$ cat config.mk
export PLATFORM = sky130hd
export DESIGN_NAME = bwrt_top
export DESIGN_NICKNAME = d
export VERILOG_FILES = /design/src/include/bwrt_pkg.sv /design/src/rtl/bwrt_top.sv /design/src/rtl/bwrt_tick.sv
export SDC_FILE = /design/constraint.sdc
export NUM_CORES = 1
export LEC_CHECK = 0
export BUFFER_PORTS_ARGS = -buffer_cell sky130_fd_sc_hd__buf_2
export CELL_PAD_IN_SITES_DETAIL_PLACEMENT = 0
export CELL_PAD_IN_SITES_GLOBAL_PLACEMENT = 1
export CORE_MARGIN = 2
export CORE_UTILIZATION = 35
export CTS_CLUSTER_DIAMETER = 60
export DETAILED_ROUTE_END_ITERATION = 12
export PLACE_DENSITY = 0.7
export RECOVER_POWER = 50
export SLEW_MARGIN = 20
export SYNTH_ARGS = -nofsm -noshare
export SYNTH_HDL_FRONTEND = slang
export SYNTH_SLANG_ARGS = --single-unit
$ cat constraint.sdc
create_clock -name clk -period 2.55 [get_ports clk]
set_input_delay 0.1275 -clock clk [delete_from_list [all_inputs] [get_ports clk]]
set_output_delay 0.1275 -clock clk [all_outputs]
set_load 0.01 [all_outputs]
$ cat src/include/bwrt_pkg.sv
// Package for the board watchdog reset timer: widths, codes, counts.
// Assumes a single 40 MHz clock; the tick source is built from it.
package bwrt_pkg;

	// ****************************************
	// Widths and reset values
	// ****************************************
	localparam int TIMEOUT_W = 8;
	localparam logic [7:0] TIMEOUT_RST = 8'h00;
	localparam logic [7:0] COUNT_RST = 8'h00;

	// ****************************************
	// Time base
	// ****************************************
	localparam int CLK_HZ = 40000000;
	// Unit select codes: 0 = seconds, 1 = minutes
	localparam logic UNIT_SEC = 1'b0;
	localparam logic UNIT_MIN = 1'b1;
	localparam int UNIT_SEC_S = 1;
	localparam int UNIT_MIN_S = 60;
	localparam int SEC_CYCLES = CLK_HZ * UNIT_SEC_S;
	localparam int SECS_PER_MIN = UNIT_MIN_S;
	localparam logic [25:0] PRESCALE_RST = 26'h0000000;
	localparam logic [5:0] SECCNT_RST = 6'h00;

	// ****************************************
	// Reset pulse
	// ****************************************
	localparam int RESET_PULSE_CYCLES = 16;
	localparam logic [4:0] PULSE_RST = 5'h00;

	// ****************************************
	// Controller states
	// ****************************************
	typedef enum logic [2:0] {
		BWRT_IDLE = 3'b001,
		BWRT_RUN = 3'b010,
		BWRT_FIRE = 3'b100
	} bwrt_state_t;

endpackage : bwrt_pkg

$ cat src/rtl/bwrt_top.sv
// Board watchdog reset timer: countdown that cold-resets the board.
// Assumes host software writes the timeout via load_valid/load_value
// and that the board reset logic acts on the cold_reset pulse.
// Summary of operation
// Non-zero load starts countdown from value
// Count reaching zero fires cold reset
// Software reloads periodically to prevent reset
// Loading zero stops and disables watchdog
// Unit select picks time per count
// Software keeps ten percent timeout margin
// Software loads zero before exiting program
// Timer inactive until first timeout load
// Eight-bit reload register, one decrement per tick
`timescale 1ns/1ps
module bwrt_top #(
	parameter int SEC_CYCLES = bwrt_pkg::SEC_CYCLES
) (
	input wire logic clk,
	input wire logic rst_n,
	input wire logic load_valid,
	input wire logic [7:0] load_value,
	input wire logic unit_sel,
	output logic cold_reset,
	output logic active,
	output logic [7:0] count
);

	// ****************************************
	// State
	// ****************************************
	bwrt_pkg::bwrt_state_t state_ff;
	bwrt_pkg::bwrt_state_t nxt_state;
	logic [7:0] reload_ff;
	logic [7:0] nxt_reload;
	logic [7:0] count_ff;
	logic [7:0] nxt_count;
	logic [4:0] pulse_ff;
	logic [4:0] nxt_pulse;
	logic cold_reset_ff;
	logic nxt_cold_reset;
	logic active_ff;
	logic nxt_active;
	logic tick;
	logic unit_ff;
	logic nxt_unit;
	logic load_take;
	logic load_stop;
	logic last_tick;

	// ****************************************
	// Time base
	// ****************************************
	// Restart the unit on every load so a refresh gives a full period
	bwrt_tick #(
		.SEC_CYCLES(SEC_CYCLES)
	) u_tick (
		.clk(clk),
		.rst_n(rst_n),
		.clear(load_valid),
		.unit_sel(unit_ff),
		.tick(tick)
	);

	// ****************************************
	// Load decode
	// ****************************************
	// A load during the reset pulse is refused; the board is going down
	always_comb
	begin
		load_take = load_valid && (state_ff != bwrt_pkg::BWRT_FIRE);
		load_stop = (load_value == 8'h00);
		last_tick = tick && (count_ff == 8'h01);
	end

	// ****************************************
	// Countdown controller
	// ****************************************
	// Next state, count, reload value and latched unit
	always_comb
	begin
		nxt_state = state_ff;
		nxt_reload = reload_ff;
		nxt_count = count_ff;
		nxt_unit = unit_ff;
		unique case (state_ff)
			bwrt_pkg::BWRT_IDLE:
			begin
				// Stays idle until software loads a non-zero value
				if (load_take)
				begin
					nxt_reload = load_value;
					nxt_count = load_value;
					nxt_unit = unit_sel;
					if (!load_stop)
					begin
						nxt_state = bwrt_pkg::BWRT_RUN;
					end
				end
			end
			bwrt_pkg::BWRT_RUN:
			begin
				// A load wins over a tick in the same cycle
				if (load_take)
				begin
					nxt_reload = load_value;
					nxt_count = load_value;
					nxt_unit = unit_sel;
					if (load_stop)
					begin
						nxt_state = bwrt_pkg::BWRT_IDLE;
					end
				end
				else if (tick)
				begin
					nxt_count = count_ff - 8'h01;
					if (last_tick)
					begin
						nxt_state = bwrt_pkg::BWRT_FIRE;
					end
				end
			end
			bwrt_pkg::BWRT_FIRE:
			begin
				// Count shows zero while the board goes down
				nxt_count = 8'h00;
				if (pulse_ff == 5'h00)
				begin
					nxt_reload = bwrt_pkg::TIMEOUT_RST;
					nxt_state = bwrt_pkg::BWRT_IDLE;
				end
			end
			default:
			begin
				// Illegal code after an upset: park the timer, no reset
				nxt_state = bwrt_pkg::BWRT_IDLE;
				nxt_reload = bwrt_pkg::TIMEOUT_RST;
				nxt_count = bwrt_pkg::COUNT_RST;
			end
		endcase
	end

	// ****************************************
	// Controller registers
	// ****************************************
	// Registers only
	always_ff @(posedge clk or negedge rst_n)
	begin
		if (!rst_n)
		begin
			state_ff <= bwrt_pkg::BWRT_IDLE;
			reload_ff <= bwrt_pkg::TIMEOUT_RST;
			count_ff <= bwrt_pkg::COUNT_RST;
			unit_ff <= bwrt_pkg::UNIT_SEC;
		end
		else
		begin
			state_ff <= nxt_state;
			reload_ff <= nxt_reload;
			count_ff <= nxt_count;
			unit_ff <= nxt_unit;
		end
	end

	// ****************************************
	// Reset pulse and status
	// ****************************************
	// Pulse starts on the expiring tick, then counts down while firing
	always_comb
	begin
		nxt_pulse = pulse_ff;
		nxt_cold_reset = 1'b0;
		if ((state_ff == bwrt_pkg::BWRT_RUN) && !load_take && last_tick)
		begin
			nxt_pulse = 5'(bwrt_pkg::RESET_PULSE_CYCLES - 1);
			nxt_cold_reset = 1'b1;
		end
		else if ((state_ff == bwrt_pkg::BWRT_FIRE) && (pulse_ff != 5'h00))
		begin
			// Hold reset long enough for the board logic to see it
			nxt_pulse = pulse_ff - 5'h01;
			nxt_cold_reset = 1'b1;
		end
		nxt_active = (nxt_state == bwrt_pkg::BWRT_RUN);
	end

	// ****************************************
	// Pulse registers
	// ****************************************
	// Registers only
	always_ff @(posedge clk or negedge rst_n)
	begin
		if (!rst_n)
		begin
			pulse_ff <= bwrt_pkg::PULSE_RST;
			cold_reset_ff <= 1'b0;
			active_ff <= 1'b0;
		end
		else
		begin
			pulse_ff <= nxt_pulse;
			cold_reset_ff <= nxt_cold_reset;
			active_ff <= nxt_active;
		end
	end

	// ****************************************
	// Outputs
	// ****************************************
	// Outputs straight from flip-flops, no glitch toward the board
	assign cold_reset = cold_reset_ff;
	assign active = active_ff;
	assign count = count_ff;

endmodule : bwrt_top

$ cat src/rtl/bwrt_tick.sv
// Tick generator: one-cycle pulse per selected timeout unit.
// Assumes clear is pulsed on each load so the first unit is whole.
`timescale 1ns/1ps
module bwrt_tick #(
	parameter int SEC_CYCLES = bwrt_pkg::SEC_CYCLES
) (
	input wire logic clk,
	input wire logic rst_n,
	input wire logic clear,
	input wire logic unit_sel,
	output logic tick
);

	// ****************************************
	// Prescaler and unit counter
	// ****************************************
	logic [25:0] pre_ff;
	logic [25:0] nxt_pre;
	logic [5:0] sec_ff;
	logic [5:0] nxt_sec;
	logic tick_ff;
	logic nxt_tick;
	logic sec_pulse;

	// Seconds from the prescaler, units from seconds
	always_comb
	begin
		sec_pulse = (pre_ff == 26'(SEC_CYCLES - 1));
		nxt_pre = sec_pulse ? 26'h0000000 : pre_ff + 26'h0000001;
		nxt_sec = sec_ff;
		nxt_tick = 1'b0;
		if (sec_pulse)
		begin
			if (unit_sel == bwrt_pkg::UNIT_SEC)
			begin
				nxt_tick = 1'b1;
				nxt_sec = 6'h00;
			end
			else if (sec_ff == 6'(bwrt_pkg::SECS_PER_MIN - 1))
			begin
				nxt_tick = 1'b1;
				nxt_sec = 6'h00;
			end
			else
			begin
				nxt_sec = sec_ff + 6'h01;
			end
		end
		if (clear)
		begin
			nxt_pre = 26'h0000000;
			nxt_sec = 6'h00;
			nxt_tick = 1'b0;
		end
	end

	// Registers only
	always_ff @(posedge clk or negedge rst_n)
	begin
		if (!rst_n)
		begin
			pre_ff <= bwrt_pkg::PRESCALE_RST;
			sec_ff <= bwrt_pkg::SECCNT_RST;
			tick_ff <= 1'b0;
		end
		else
		begin
			pre_ff <= nxt_pre;
			sec_ff <= nxt_sec;
			tick_ff <= nxt_tick;
		end
	end

	assign tick = tick_ff;

endmodule : bwrt_tick

; ---- After elaboration in Yosys (flattened, before gate mapping)
; Index checks and enable logic that the tools add are counted.
[totals]
regBits = 52
input_bits = 12
out_inout_bits = 10
wordCells = 63
[op_classes]
n_addsub = 4
n_eq_ne = 10
mux = 26
reduce_logical = 14
[op_table]
columns = op, count
row1 = $mux W26, 2
row2 = $add A26 B1 Y26 const B, 1
row3 = $eq A26 B26 Y1 const B, 1
row4 = $mux W6, 4
row5 = $mux W8, 3
row6 = $mux W3, 7
row7 = $pmux W8 S2, 1
row8 = $mux W5, 2
row9 = $pmux W3 S3, 1
row10 = $eq A8 B1 Y1 const B, 1
row11 = $logic_not A8 Y1, 1
row12 = $sub A8 B1 Y8 const B, 1
row13 = $add A6 B1 Y6 const B, 1
row14 = $eq A3 B2 Y1 const B, 2
row15 = $eq A6 B6 Y1 const B, 1
row16 = $mux W1, 6
row17 = $logic_and A1 B1 Y1, 5
row18 = $logic_not A5 Y1, 1
row19 = $reduce_bool A5 Y1, 1
row20 = $sub A5 B1 Y5 const B, 1
row21 = $reduce_and A2 Y1, 2
row22 = $reduce_bool A2 Y1, 2
row23 = $eq A3 B1 Y1 const B, 1
row24 = $eq A3 B3 Y1 const B, 1
row25 = other kinds (5), 5

; ---- Logic depth before layout (Yosys ltp)
; Gate-level depths: netlist of the first run.
[logic_depth]
depth_word = 7
mapped_depth = 6
ltp_nobuf = 6

; ---- By module
; A second synthesis of the first run with hierarchy kept.
[hier_totals]
hier_cells = 321
hier_area_um2 = 3040.4
[by_module_without_submodules]
columns = mod, instances, cells_per_inst, area_per_inst_um2, seq_area_each_um2
row1 = bwrt_tick, 1, 193, 1880.6, 825.8
row2 = bwrt_top, 1, 128, 1159.9, 476.7

; ---- Least setup slack after synthesis of the first run
; No wires, ideal clock.
[synth_path]
path_type = register to register
start = register u_tick.pre_ff[23]
end = register u_tick.sec_ff[4]
setup_time_ns = 0.078
arrival_time_ns = 2.056
required_ns = 2.472
slack_ns = 0.416
stages_incl_launch_ff = 6
n_path_buf = 1
synth_period_minus_slack_ns = 2.134
path_cell_list = dfrtp_1 > or4b_1 > or3_1 > buf_6 > or4_1 > a21oi_1
[synth_between]
elab_chain_cells = 2
[synth_rtl]
columns = element, line
row1 = from (decl), bwrt_tick.sv:17  ; logic [25:0] pre_ff;
row2 = from (signal assigned), bwrt_tick.sv:62  ; pre_ff <= bwrt_pkg::PRESCALE_RST;
row3 = from (signal assigned), bwrt_tick.sv:68  ; pre_ff <= nxt_pre;
row4 = $eq A26 B26 Y1, bwrt_tick.sv:28  ; sec_pulse = (pre_ff == 26'(SEC_CYCLES - 1));
row5 = $reduce_bool A2 Y1 (no line), --
row6 = to (signal assigned), bwrt_tick.sv:63  ; sec_ff <= bwrt_pkg::SECCNT_RST;
row7 = to (signal assigned), bwrt_tick.sv:69  ; sec_ff <= nxt_sec;
row8 = to (decl), bwrt_tick.sv:19  ; logic [5:0] sec_ff;
; Every way passes these cells.
; A chain may end at the register's enable or synchronous reset.

; ---- Worst setup path in the final report of the first run
; Ends and elaborated chain as after synthesis.

==> results of run 1 <==
## repair_timing
| action | in CTS | in global routing |
|---|---|---|
| setup buffers | 0 | 0 |
| hold buffers | 1 | 0 |
| hold endpoints to repair | 24 | 0 |
## through the flow
| step | power [mW] | hold WS [ps] | cell area, um^2 | util | setup WS [ps] |
|---|---|---|---|---|---|
| after CTS | 2.16 | 76.0 | 3190 | 0.408 | 257 |
| after detailed placement | 1.70 | 197 | 3100 | 0.396 | 280 |
| final | 2.12 | 81.4 | 3170 | 0.406 | 262 |
| after floorplan | 1.46 | -168 | 2850 | - | 416 |
| after global placement | 1.70 | 189 | 3100 | 0.396 | 330 |
| after global routing | 2.28 | 75.6 | 3170 | 0.406 | 163 |
## cell families after synthesis
kind of cell,synth area share
and+or+nand+nor,0.256
AOI/OAI and AO/OA,0.160
DFF,0.457
buffers and inverters,0.0444
xor gates and xnor gates,0.0523
adders and majority gates,0.0263
muxes,0.00395
## per-layer routing
layer,wire length (um),vias to the layer above
li1,-,1205
met1,3140,1150
met2,2990,31
met3,245,10
met4,103,0
met5,0,-
## power groups by stage
| stage | Sequential, mW | Combinational [mW] | Clock, mW |
|---|---|---|---|
| after detailed placement | 1.06 | 0.636 | 0 |
| after floorplan | 1.06 | 0.406 | 0 |
| after global routing | 1.06 | 0.704 | 0.514 |
| after global placement | 1.06 | 0.636 | 0 |
| final | 1.04 | 0.620 | 0.454 |
| after CTS | 1.04 | 0.641 | 0.476 |
## layout make-up
cell class / count / area, um^2
Tap cell: 102 / 128
Multi-Input combinational cell: 229 / 1420
Clock inverter: 1 / 5.00
Sequential cell: 52 / 1300
Clock buffer: 7 / 76.3
Timing Repair Buffer: 30 / 169
Fill cell: 812 / 4640
Inverter: 18 / 67.6
## path summary, 6_finish.rpt
path / to
max: u_tick.sec_ff[4]
min: unit_ff
max reg2reg: u_tick.sec_ff[4]
min reg2reg: u_tick.pre_ff[0]
max in group asynchronous: u_tick.pre_ff[4]
min in group asynchronous: u_tick.pre_ff[21]
## layout by cell type, fill, tap and decap left out, types with 5 or more instances in the layout
master and count:
nor4_1 7, o31ai_1 8, clkbuf_8 5, nor3_1 8, nor2_1 19, dfrtp_1 51, o21ai_0 19, nand4_1 10
or3_1 11, inv_1 18, xnor2_1 9, or4_1 11, nand2_1 21, nand3_1 14, buf_2 10, a211oi_1 5
a21oi_1 29, xor2_1 8, buf_4 5, ha_1 6, clkbuf_1 13
## state kept, by name (all words and copies together), names as in the netlist
register and count:
count 8, pulse_ff 5, cold_reset 1, active 1, state_ff 3, u_tick.pre_ff 26
u_tick.sec_ff 6, u_tick.tick 1, unit_ff 1
==> results.toml, run 1 <==
[power_and_ir_drop]
pwr-share-clk = 0.214
p_per_area_mw_per_mm2 = 669
seq_power_share = 0.493
internal_power_mw = 1.36
p_switching_uw = 756
p_sw_frac = 0.357
combinationalPowerShare = 0.293
ir_drop_mv = 0.217
power_leakage_nw = 1.26

[yosys]
yosysSeqAreaShare = 0.457
synth.most_common_cell = "dfrtp_1"
synth_warnings = 0
synth.area.top_cells = "dfrtp_1 45%, a21oi_1 5.1%, o21ai_0 3.3%"
synth_seq_cells = 52
synth_top_flop_cell = "dfrtp_1"
synth_common_cells = "51 x dfrtp_1, 29 x a21oi_1, 21 x nand2_1"
synth_cells = 312
synth_nets = 330
yosysUniqueCellTypes = 45
synthArstFlopShare = 1.00
synth_top_area_cell = "dfrtp_1"
synth_area_mm2 = 0.00285
yosysTopAreaCellShare = 0.448
syn_avg_cell_area_um2 = 9.13
synth_edf_count = 0

[setup_path]
critPathLaunchType = "flop"
critical-path-slowest-cell = "or4b_1"
crit_chain = "or4b_1, or3_1, or4_1, a21oi_1"
r2r-start = "u_tick.pre_ff[23]"
crit_type = "flop to flop"
rrSetupSlack_ps = 260
cp-end-kind = "flop"
crit_path_start = "u_tick.pre_ff[23]"
path_max_fanout = 10
required_ps = 2780
cpPeakStageDelay_ps = 550
cp.arrival_ps = 2510
rr_worst_depth = 4
cp.depth = 4
critPathBufInv = 0
cp_top_family = "simple AND/OR/NAND/NOR gates"

[die]
placementRows = 32
die_h_um = 94.2
io_pins = 22
die_area_mm2 = 0.00888
core_area_mm2 = 0.00781
die_x_um = 94.2
start_util = 0.365

[layout]
drive_above_1_share = 0.0920
antennaDiodeCount = 0
fin_nets = 354
area_delta_synth_final_pct = 11.2
finalNonFillerCells = 439

[outcome]
status = "finished with violations"
violations = "max-capacitance violations, max-slew violations"

[grt]
grt_start_max_net_pins = 28
gr-total-overflow = 0
grt-busiest-layer = "met2"
globalRouteMet3Util = 0.0297
grt_usage = 0.154
use_met2 = 0.253
antenna_found_initial = 0
grt_pass1_vias = 2258
met1_usage = 0.204
grt_pass1_wl_um = 10900

[timing]
hold_viol_final = 0
fin_crit_ps = 2290
tightest_slew_ps = 1540
tns_ps = 0
setup-violations-final = 0
slew_viol_final = 28
clock_skew_ps = 7.98
rsz0062_at_grt = "no"
post-route-period-util = 0.897
fmax_ghz = 0.437
relSlewSlack = -0.0258

[cts]
cts_tree = "done"
cts_root_buffer = "clkbuf_8"
clock-sinks = 52
cts_resized = 0
h-tree-depth = 2
cts_made_buffers = 5
cts_buffer_depth = 2
clk_latency_ps = 300
clkTransAtPathRegs_ps = 90

[routing]
routed_wl_um = 6480
vias_per_cell = 5.46
drc = 0
post_drt_wl_per_cell_um = 14.8
ant_nets = 0
drtIter0Drc = 101
first_pass_iters = 4
vias = 2396

[place]
portBuffers = 21
hpwl_um = 4630
dp.cells = 430
gp_congestion = 0.826

[flow_run]
cap_viol_max_count = 1

[worst_hold_path]
hold_path.class = "input port to flop"
min_from = "unit_sel"
holdPathStages = 2
Note: power is estimated with default switching activity, not from simulation.
==> run 2, diff against run 1 <==
ABC_AREA = 1   (was not set)
PLACE_DENSITY = 0.69   (was 0.7)
==> run 2 against run 1 <==
Effect of this change: power grew 7.5%; first-iteration DRC count increased by 62%; clock-buffer cell count shrank 1; critical endpoint is now u_tick.sec_ff[1]; clock power grew 18%; the flow now finishes without violations; global-route usage is 2.6 points higher; cell area grew 15%; sequential power is essentially flat.
==> results.toml, run 2 <==
[yosys]
syn_avg_cell_area_um2 = 6.68
synth_seq_cells = 52
synth_top_flop_cell = "dfrtp_1"
synth_area_mm2 = 0.00331
synth_edf_count = 0
synth.most_common_cell = "nand2_1"
synth_warnings = 0
synth_nets = 514
synth_common_cells = "143 x nand2_1, 102 x nor2_1, 60 x inv_1"
synthArstFlopShare = 1.00
synth_cells = 496
yosysTopAreaCellShare = 0.385
yosysUniqueCellTypes = 32
yosysSeqAreaShare = 0.393
synth_top_area_cell = "dfrtp_1"
synth.area.top_cells = "dfrtp_1 39%, nand2_1 16%, nor2_1 12%"

[setup_path]
worst_path_most_repeated_cell = "nand2_1"
required_ps = 2810
rr_worst_depth = 9
cp.depth = 9
cp-end-kind = "flop"
crit_chain = "ha_1, nand2_1, nor2_4, nand2_4, nor2_4, nand2_4, nand2_2, nand2_1, nand2_1"
critPathLaunchType = "flop"
cp.arrival_ps = 1970
critPathBufInv = 0
path_max_fanout = 14
cp_top_family = "simple AND/OR/NAND/NOR gates"
critical-path-slowest-cell = "dfrtp_1"
cpPeakStageDelay_ps = 440
crit_type = "flop to flop"

[timing]
rsz0062_at_grt = "no"
clock_skew_ps = 5.59
fmax_ghz = 0.587
slew_viol_final = 0
tightest_slew_ps = 1110
tns_ps = 0
post-route-period-util = 0.668
relSlewSlack = 0.258
fin_hold_ws_ps = 56.6
hold_viol_final = 0
setup-violations-final = 0
fin_crit_ps = 1700

[layout]
finalNonFillerCells = 634
final_common_cell = "nand2_1"
final_cell_mix = "144 x nand2_1, 102 x nor2_1, 60 x inv_1"
drive_above_1_share = 0.0707
fin_nets = 540
finalCoreUtilization = 0.396
antennaDiodeCount = 0
multiInputGateArea_mm2 = 0.00174
area_delta_synth_final_pct = 9.82
nFillCells = 1010
top_register = "u_tick.pre_ff"
largest_reg_flops = 26
register_area_mm2 = 0.00130

[die]
die_area_mm2 = 0.0103
io_pins = 22
placementRows = 35
core_area_mm2 = 0.00920
die_h_um = 101
die_x_um = 101
start_util = 0.360

[flow_run]
cap_viol_max_count = 0

[worst_hold_path]
holdPathStages = 3
hold_path.class = "input port to flop"

[grt]
grt_pass1_wl_um = 14600
grt_pass1_vias = 2915
grt_usage = 0.180
gr-total-overflow = 0
antenna_found_initial = 0
grt_start_max_net_pins = 35

[routing]
drtIter0Drc = 164
routed_wl_um = 8560
drc = 0
vias_per_cell = 4.86
post_drt_wl_per_cell_um = 13.5
first_pass_iters = 4
ant_nets = 0
vias = 3081

[cts]
cts_setup_buffers = 0
cts_made_buffers = 5
cts_buffer_depth = 2
cts_root_buffer = "clkbuf_8"
clock-sinks = 52
h-tree-depth = 2
cts_tree = "done"
ctsHoldBuffers = 1
clkTransAtPathRegs_ps = 110
cts_resized = 0
clk_latency_ps = 310

[outcome]
status = "finished clean"

[power_and_ir_drop]
ir_drop_mv = 0.290
p_sw_frac = 0.393
combinationalPowerShare = 0.314
p_switching_uw = 896
internal_power_mw = 1.38
power_leakage_nw = 1.75
pwr-share-clk = 0.235
p_per_area_mw_per_mm2 = 626
seq_power_share = 0.451

[place]
gp_congestion = 0.879
portBuffers = 21
hpwl_um = 6540
dp.cells = 625
run 2: per-stage QoR:
stage	worst slack, ps	power [mW]	area (um^2)
finish	845	2.28	3640
CTS	837	2.33	3650
floorplan	1050	1.52	3310
global route	631	2.48	3640
detailed placement	861	1.78	3540
global placement	909	1.78	3540
run 2: cells by family (layout without fill, tap and decap cells):
family / after synthesis / count (layout) / synth area share
buf+inv: 68 / 95 / 0.0797
xor+xnor: 9 / 9 / 0.0238
compound gates: 30 / 30 / 0.0476
fa+ha+maj: 6 / 6 / 0.0227
flops: 52 / 52 / 0.393
simple gates: 331 / 331 / 0.433
run 2: power by group through the flow:
stage | logic, mW | clock network (mW) | registers (mW)
4_1_cts | 0.737 | 0.561 | 1.03
6_report | 0.715 | 0.535 | 1.03
3_3_place_gp | 0.735 | 0 | 1.04
5_1_grt | 0.846 | 0.591 | 1.05
2_1_floorplan | 0.473 | 0 | 1.05
3_5_place_dp | 0.729 | 0 | 1.05
run 2: path summary, 6_finish.rpt:
path	to	from	slack, ps
max in group asynchronous	state_ff[0]	rst_n	930
worst min register to register	pulse_ff[1]	pulse_ff[1]	520
worst max register to register	u_tick.sec_ff[1]	u_tick.pre_ff[0]	850
worst min-delay path	unit_ff	unit_sel	60
worst max-delay path	u_tick.sec_ff[1]	u_tick.pre_ff[0]	850
min in group asynchronous	u_tick.pre_ff[3]	rst_n	530
run 2: area by class of cell:
class / instances / share of cell area
multi-input combinational: 376 / 0.479
sequential: 52 / 0.358
clock buffer: 6 / 0.0227
timing repair buffer: 24 / 0.0320
inverter: 63 / 0.0650
clock inverter: 2 / 0.00481
tap: 111 / 0.0382
run 2: routing by layer:
layer  global-route usage  wire length [um]
met5                    0                 0
met4               0.0468               137
met3               0.0248               343
met2                0.263              3590
met1                0.278              4490
run 2: worst register-to-register path, delay by kind of cell, from the launching register on:
kind | cells | cell delay (ps)
adders and majority gates | 1 | 270
and+or+nand+nor | 8 | 940
DFF | 1 | 440
==> run 3, diff against run 2 <==
PLACE_DENSITY = 0.72   (was 0.69)
clock period = 1.4 ns   (was 2.55 ns; I/O delays follow)
==> run 3 against run 2 <==
Effect of this change: the flow now finishes with violations (negative setup slack); clock power increased by 70%; clock-buffer cell count unchanged; sequential share of layout area is 5.3 points lower; hold slack worse by 31 ps; core utilization grew 7.0 points; clock skew up 4.7 ps; combinational power grew to 2.5 times the previous value; maximum frequency up 18%; final cell count is 9.5% higher.
==> results.toml, run 3 (same netlist as run 2, synthesis figures left out) <==
[setup_path]
critical-path-slowest-cell = "dfrtp_1"
cpPeakStageDelay_ps = 460
crit_type = "flop to flop"
cp-end-kind = "flop"
crit_chain = "nor2_1, nand3_1, nor2_4, nand2_8, nand3_1, nor2_1"
path_max_fanout = 14
required_ps = 1610
cp.arrival_ps = 1650
critPathLaunchType = "flop"

[grt]
grt_usage = 0.188
grt_pass1_wl_um = 15300
grt_start_max_net_pins = 53
gr-total-overflow = 0
antenna_found_initial = 0
grt_pass1_vias = 3241

[power_and_ir_drop]
p_per_area_mw_per_mm2 = 1060
power_leakage_nw = 2.07
ir_drop_mv = 0.538

[timing]
tns_ps = -293
post-route-period-util = 1.03
rsz0062_at_grt = "yes"
slew_viol_final = 0
tightest_slew_ps = 748
fin_crit_ps = 1450
fmax_ghz = 0.692
setup-violations-final = 16
fin_ws_ps = -45.7
hold_viol_final = 0
clock_skew_ps = 10.3
relSlewSlack = 0.502

[layout]
area_delta_synth_final_pct = 29.3
nFillCells = 983
final_cell_mix = "130 x nand2_1, 79 x nor2_1, 59 x buf_4"
antennaDiodeCount = 0
largest_reg_flops = 26
fin_nets = 600
finalNonFillerCells = 694
top_register = "u_tick.pre_ff"
drive_above_1_share = 0.273
finalCoreUtilization = 0.466
final_common_cell = "nand2_1"

[die]
placementRows = 35
die_x_um = 101
io_pins = 22
core_area_mm2 = 0.00920
start_util = 0.360
die_h_um = 101
die_area_mm2 = 0.0103

[outcome]
violations = "negative setup slack"
status = "finished with violations"

[place]
gp_congestion = 0.887
hpwl_um = 6820
portBuffers = 21
dp.cells = 680

[routing]
dr_wl_met3_um = 319
vias_per_cell = 4.78
wl_met1_um = 4490
dr.max_layer_used = "met4"
post_drt_wl_per_cell_um = 13.1
ant_nets = 0
drtIter0Drc = 149
first_pass_iters = 4
drc = 0
routed_wl_um = 9060
vias = 3319
route.met2.wl_um = 4190

[cts]
clkTransAtPathRegs_ps = 110
clock-sinks = 52
cts_tree = "done"
cts_buffer_depth = 2
cts_root_buffer = "clkbuf_8"
h-tree-depth = 2
clk_latency_ps = 310
cts_made_buffers = 5

[flow_run]
cap_viol_max_count = 0

[worst_hold_path]
hold_path.class = "input port to flop"
[run 3: changes by cell type in the layout (fill, tap and decap cells not counted), sizes merged]
| cell | change |
|---|---|
| buf | +70 |
| clkbuf | -10 |
| clkinvlp | +1 |
| inv | -1 |
[run 3: power breakdown]
part,leakage (nW),switching (mW),internal (mW)
Sequential,0.677,0.123,1.69
Combinational,1.35,1.08,0.740
Clock,0.0418,0.546,0.361
Total,2.07,1.75,2.79
[run 3: critical path: cells and delay by family (launching register included)]
kind             cells  cell delay (ps)
DFF                  1              460
and+or+nand+nor      6              890
[run 3: path summary, 6_finish.rpt]
kind	from	to	slack [ps]	cells after the start
min in group asynchronous	rst_n	u_tick.pre_ff[19]	460	3
setup / recovery	u_tick.pre_ff[15]	u_tick.pre_ff[21]	-50	6
hold / removal	unit_sel	unit_ff	30	3
setup reg to reg	u_tick.pre_ff[15]	u_tick.pre_ff[21]	-50	6
hold reg to reg	pulse_ff[2]	pulse_ff[2]	520	2
max in group asynchronous	rst_n	u_tick.pre_ff[17]	410	3
[run 3: area by class of cell]
class,count,area [um^2],share of cell area
Inverter,63,236,0.0552
Clock buffer,6,72.6,0.0169
Multi-Input combinational cell,376,1930,0.450
Timing Repair Buffer,84,588,0.137
Tap cell,111,139,0.0324
Clock inverter,2,16.3,0.00380
Sequential cell,52,1310,0.305
[run 3: repair_timing]
item / in CTS / in global routing
gates cloned: 0 / 0
gates resized for setup: 10 / 60
setup endpoints to repair: 30 / 46
pin swaps: 2 / 13
buffers inserted: 1 / 4
hold buffers: 1 / 0
hold endpoints to repair: 51 / 0
[run 3: routing by layer]
layer	vias up	GRT usage
met5	-	0
met4	0	0.0416
met3	4	0.0235
met2	41	0.298
met1	1540	0.275
li1	1734	-
[run 3: metrics by stage]
step	setup slack (ps)	instance area, um^2	power, mW	hold WS, ps
floorplan	-18.6	3340	2.78	-226
global placement	-30.3	3990	3.52	94.3
detailed placement	-68.3	3990	3.52	95.6
finish	-45.7	4290	4.54	25.6
CTS	-36.2	4140	4.46	18.9
global route	-131	4290	4.89	27.0
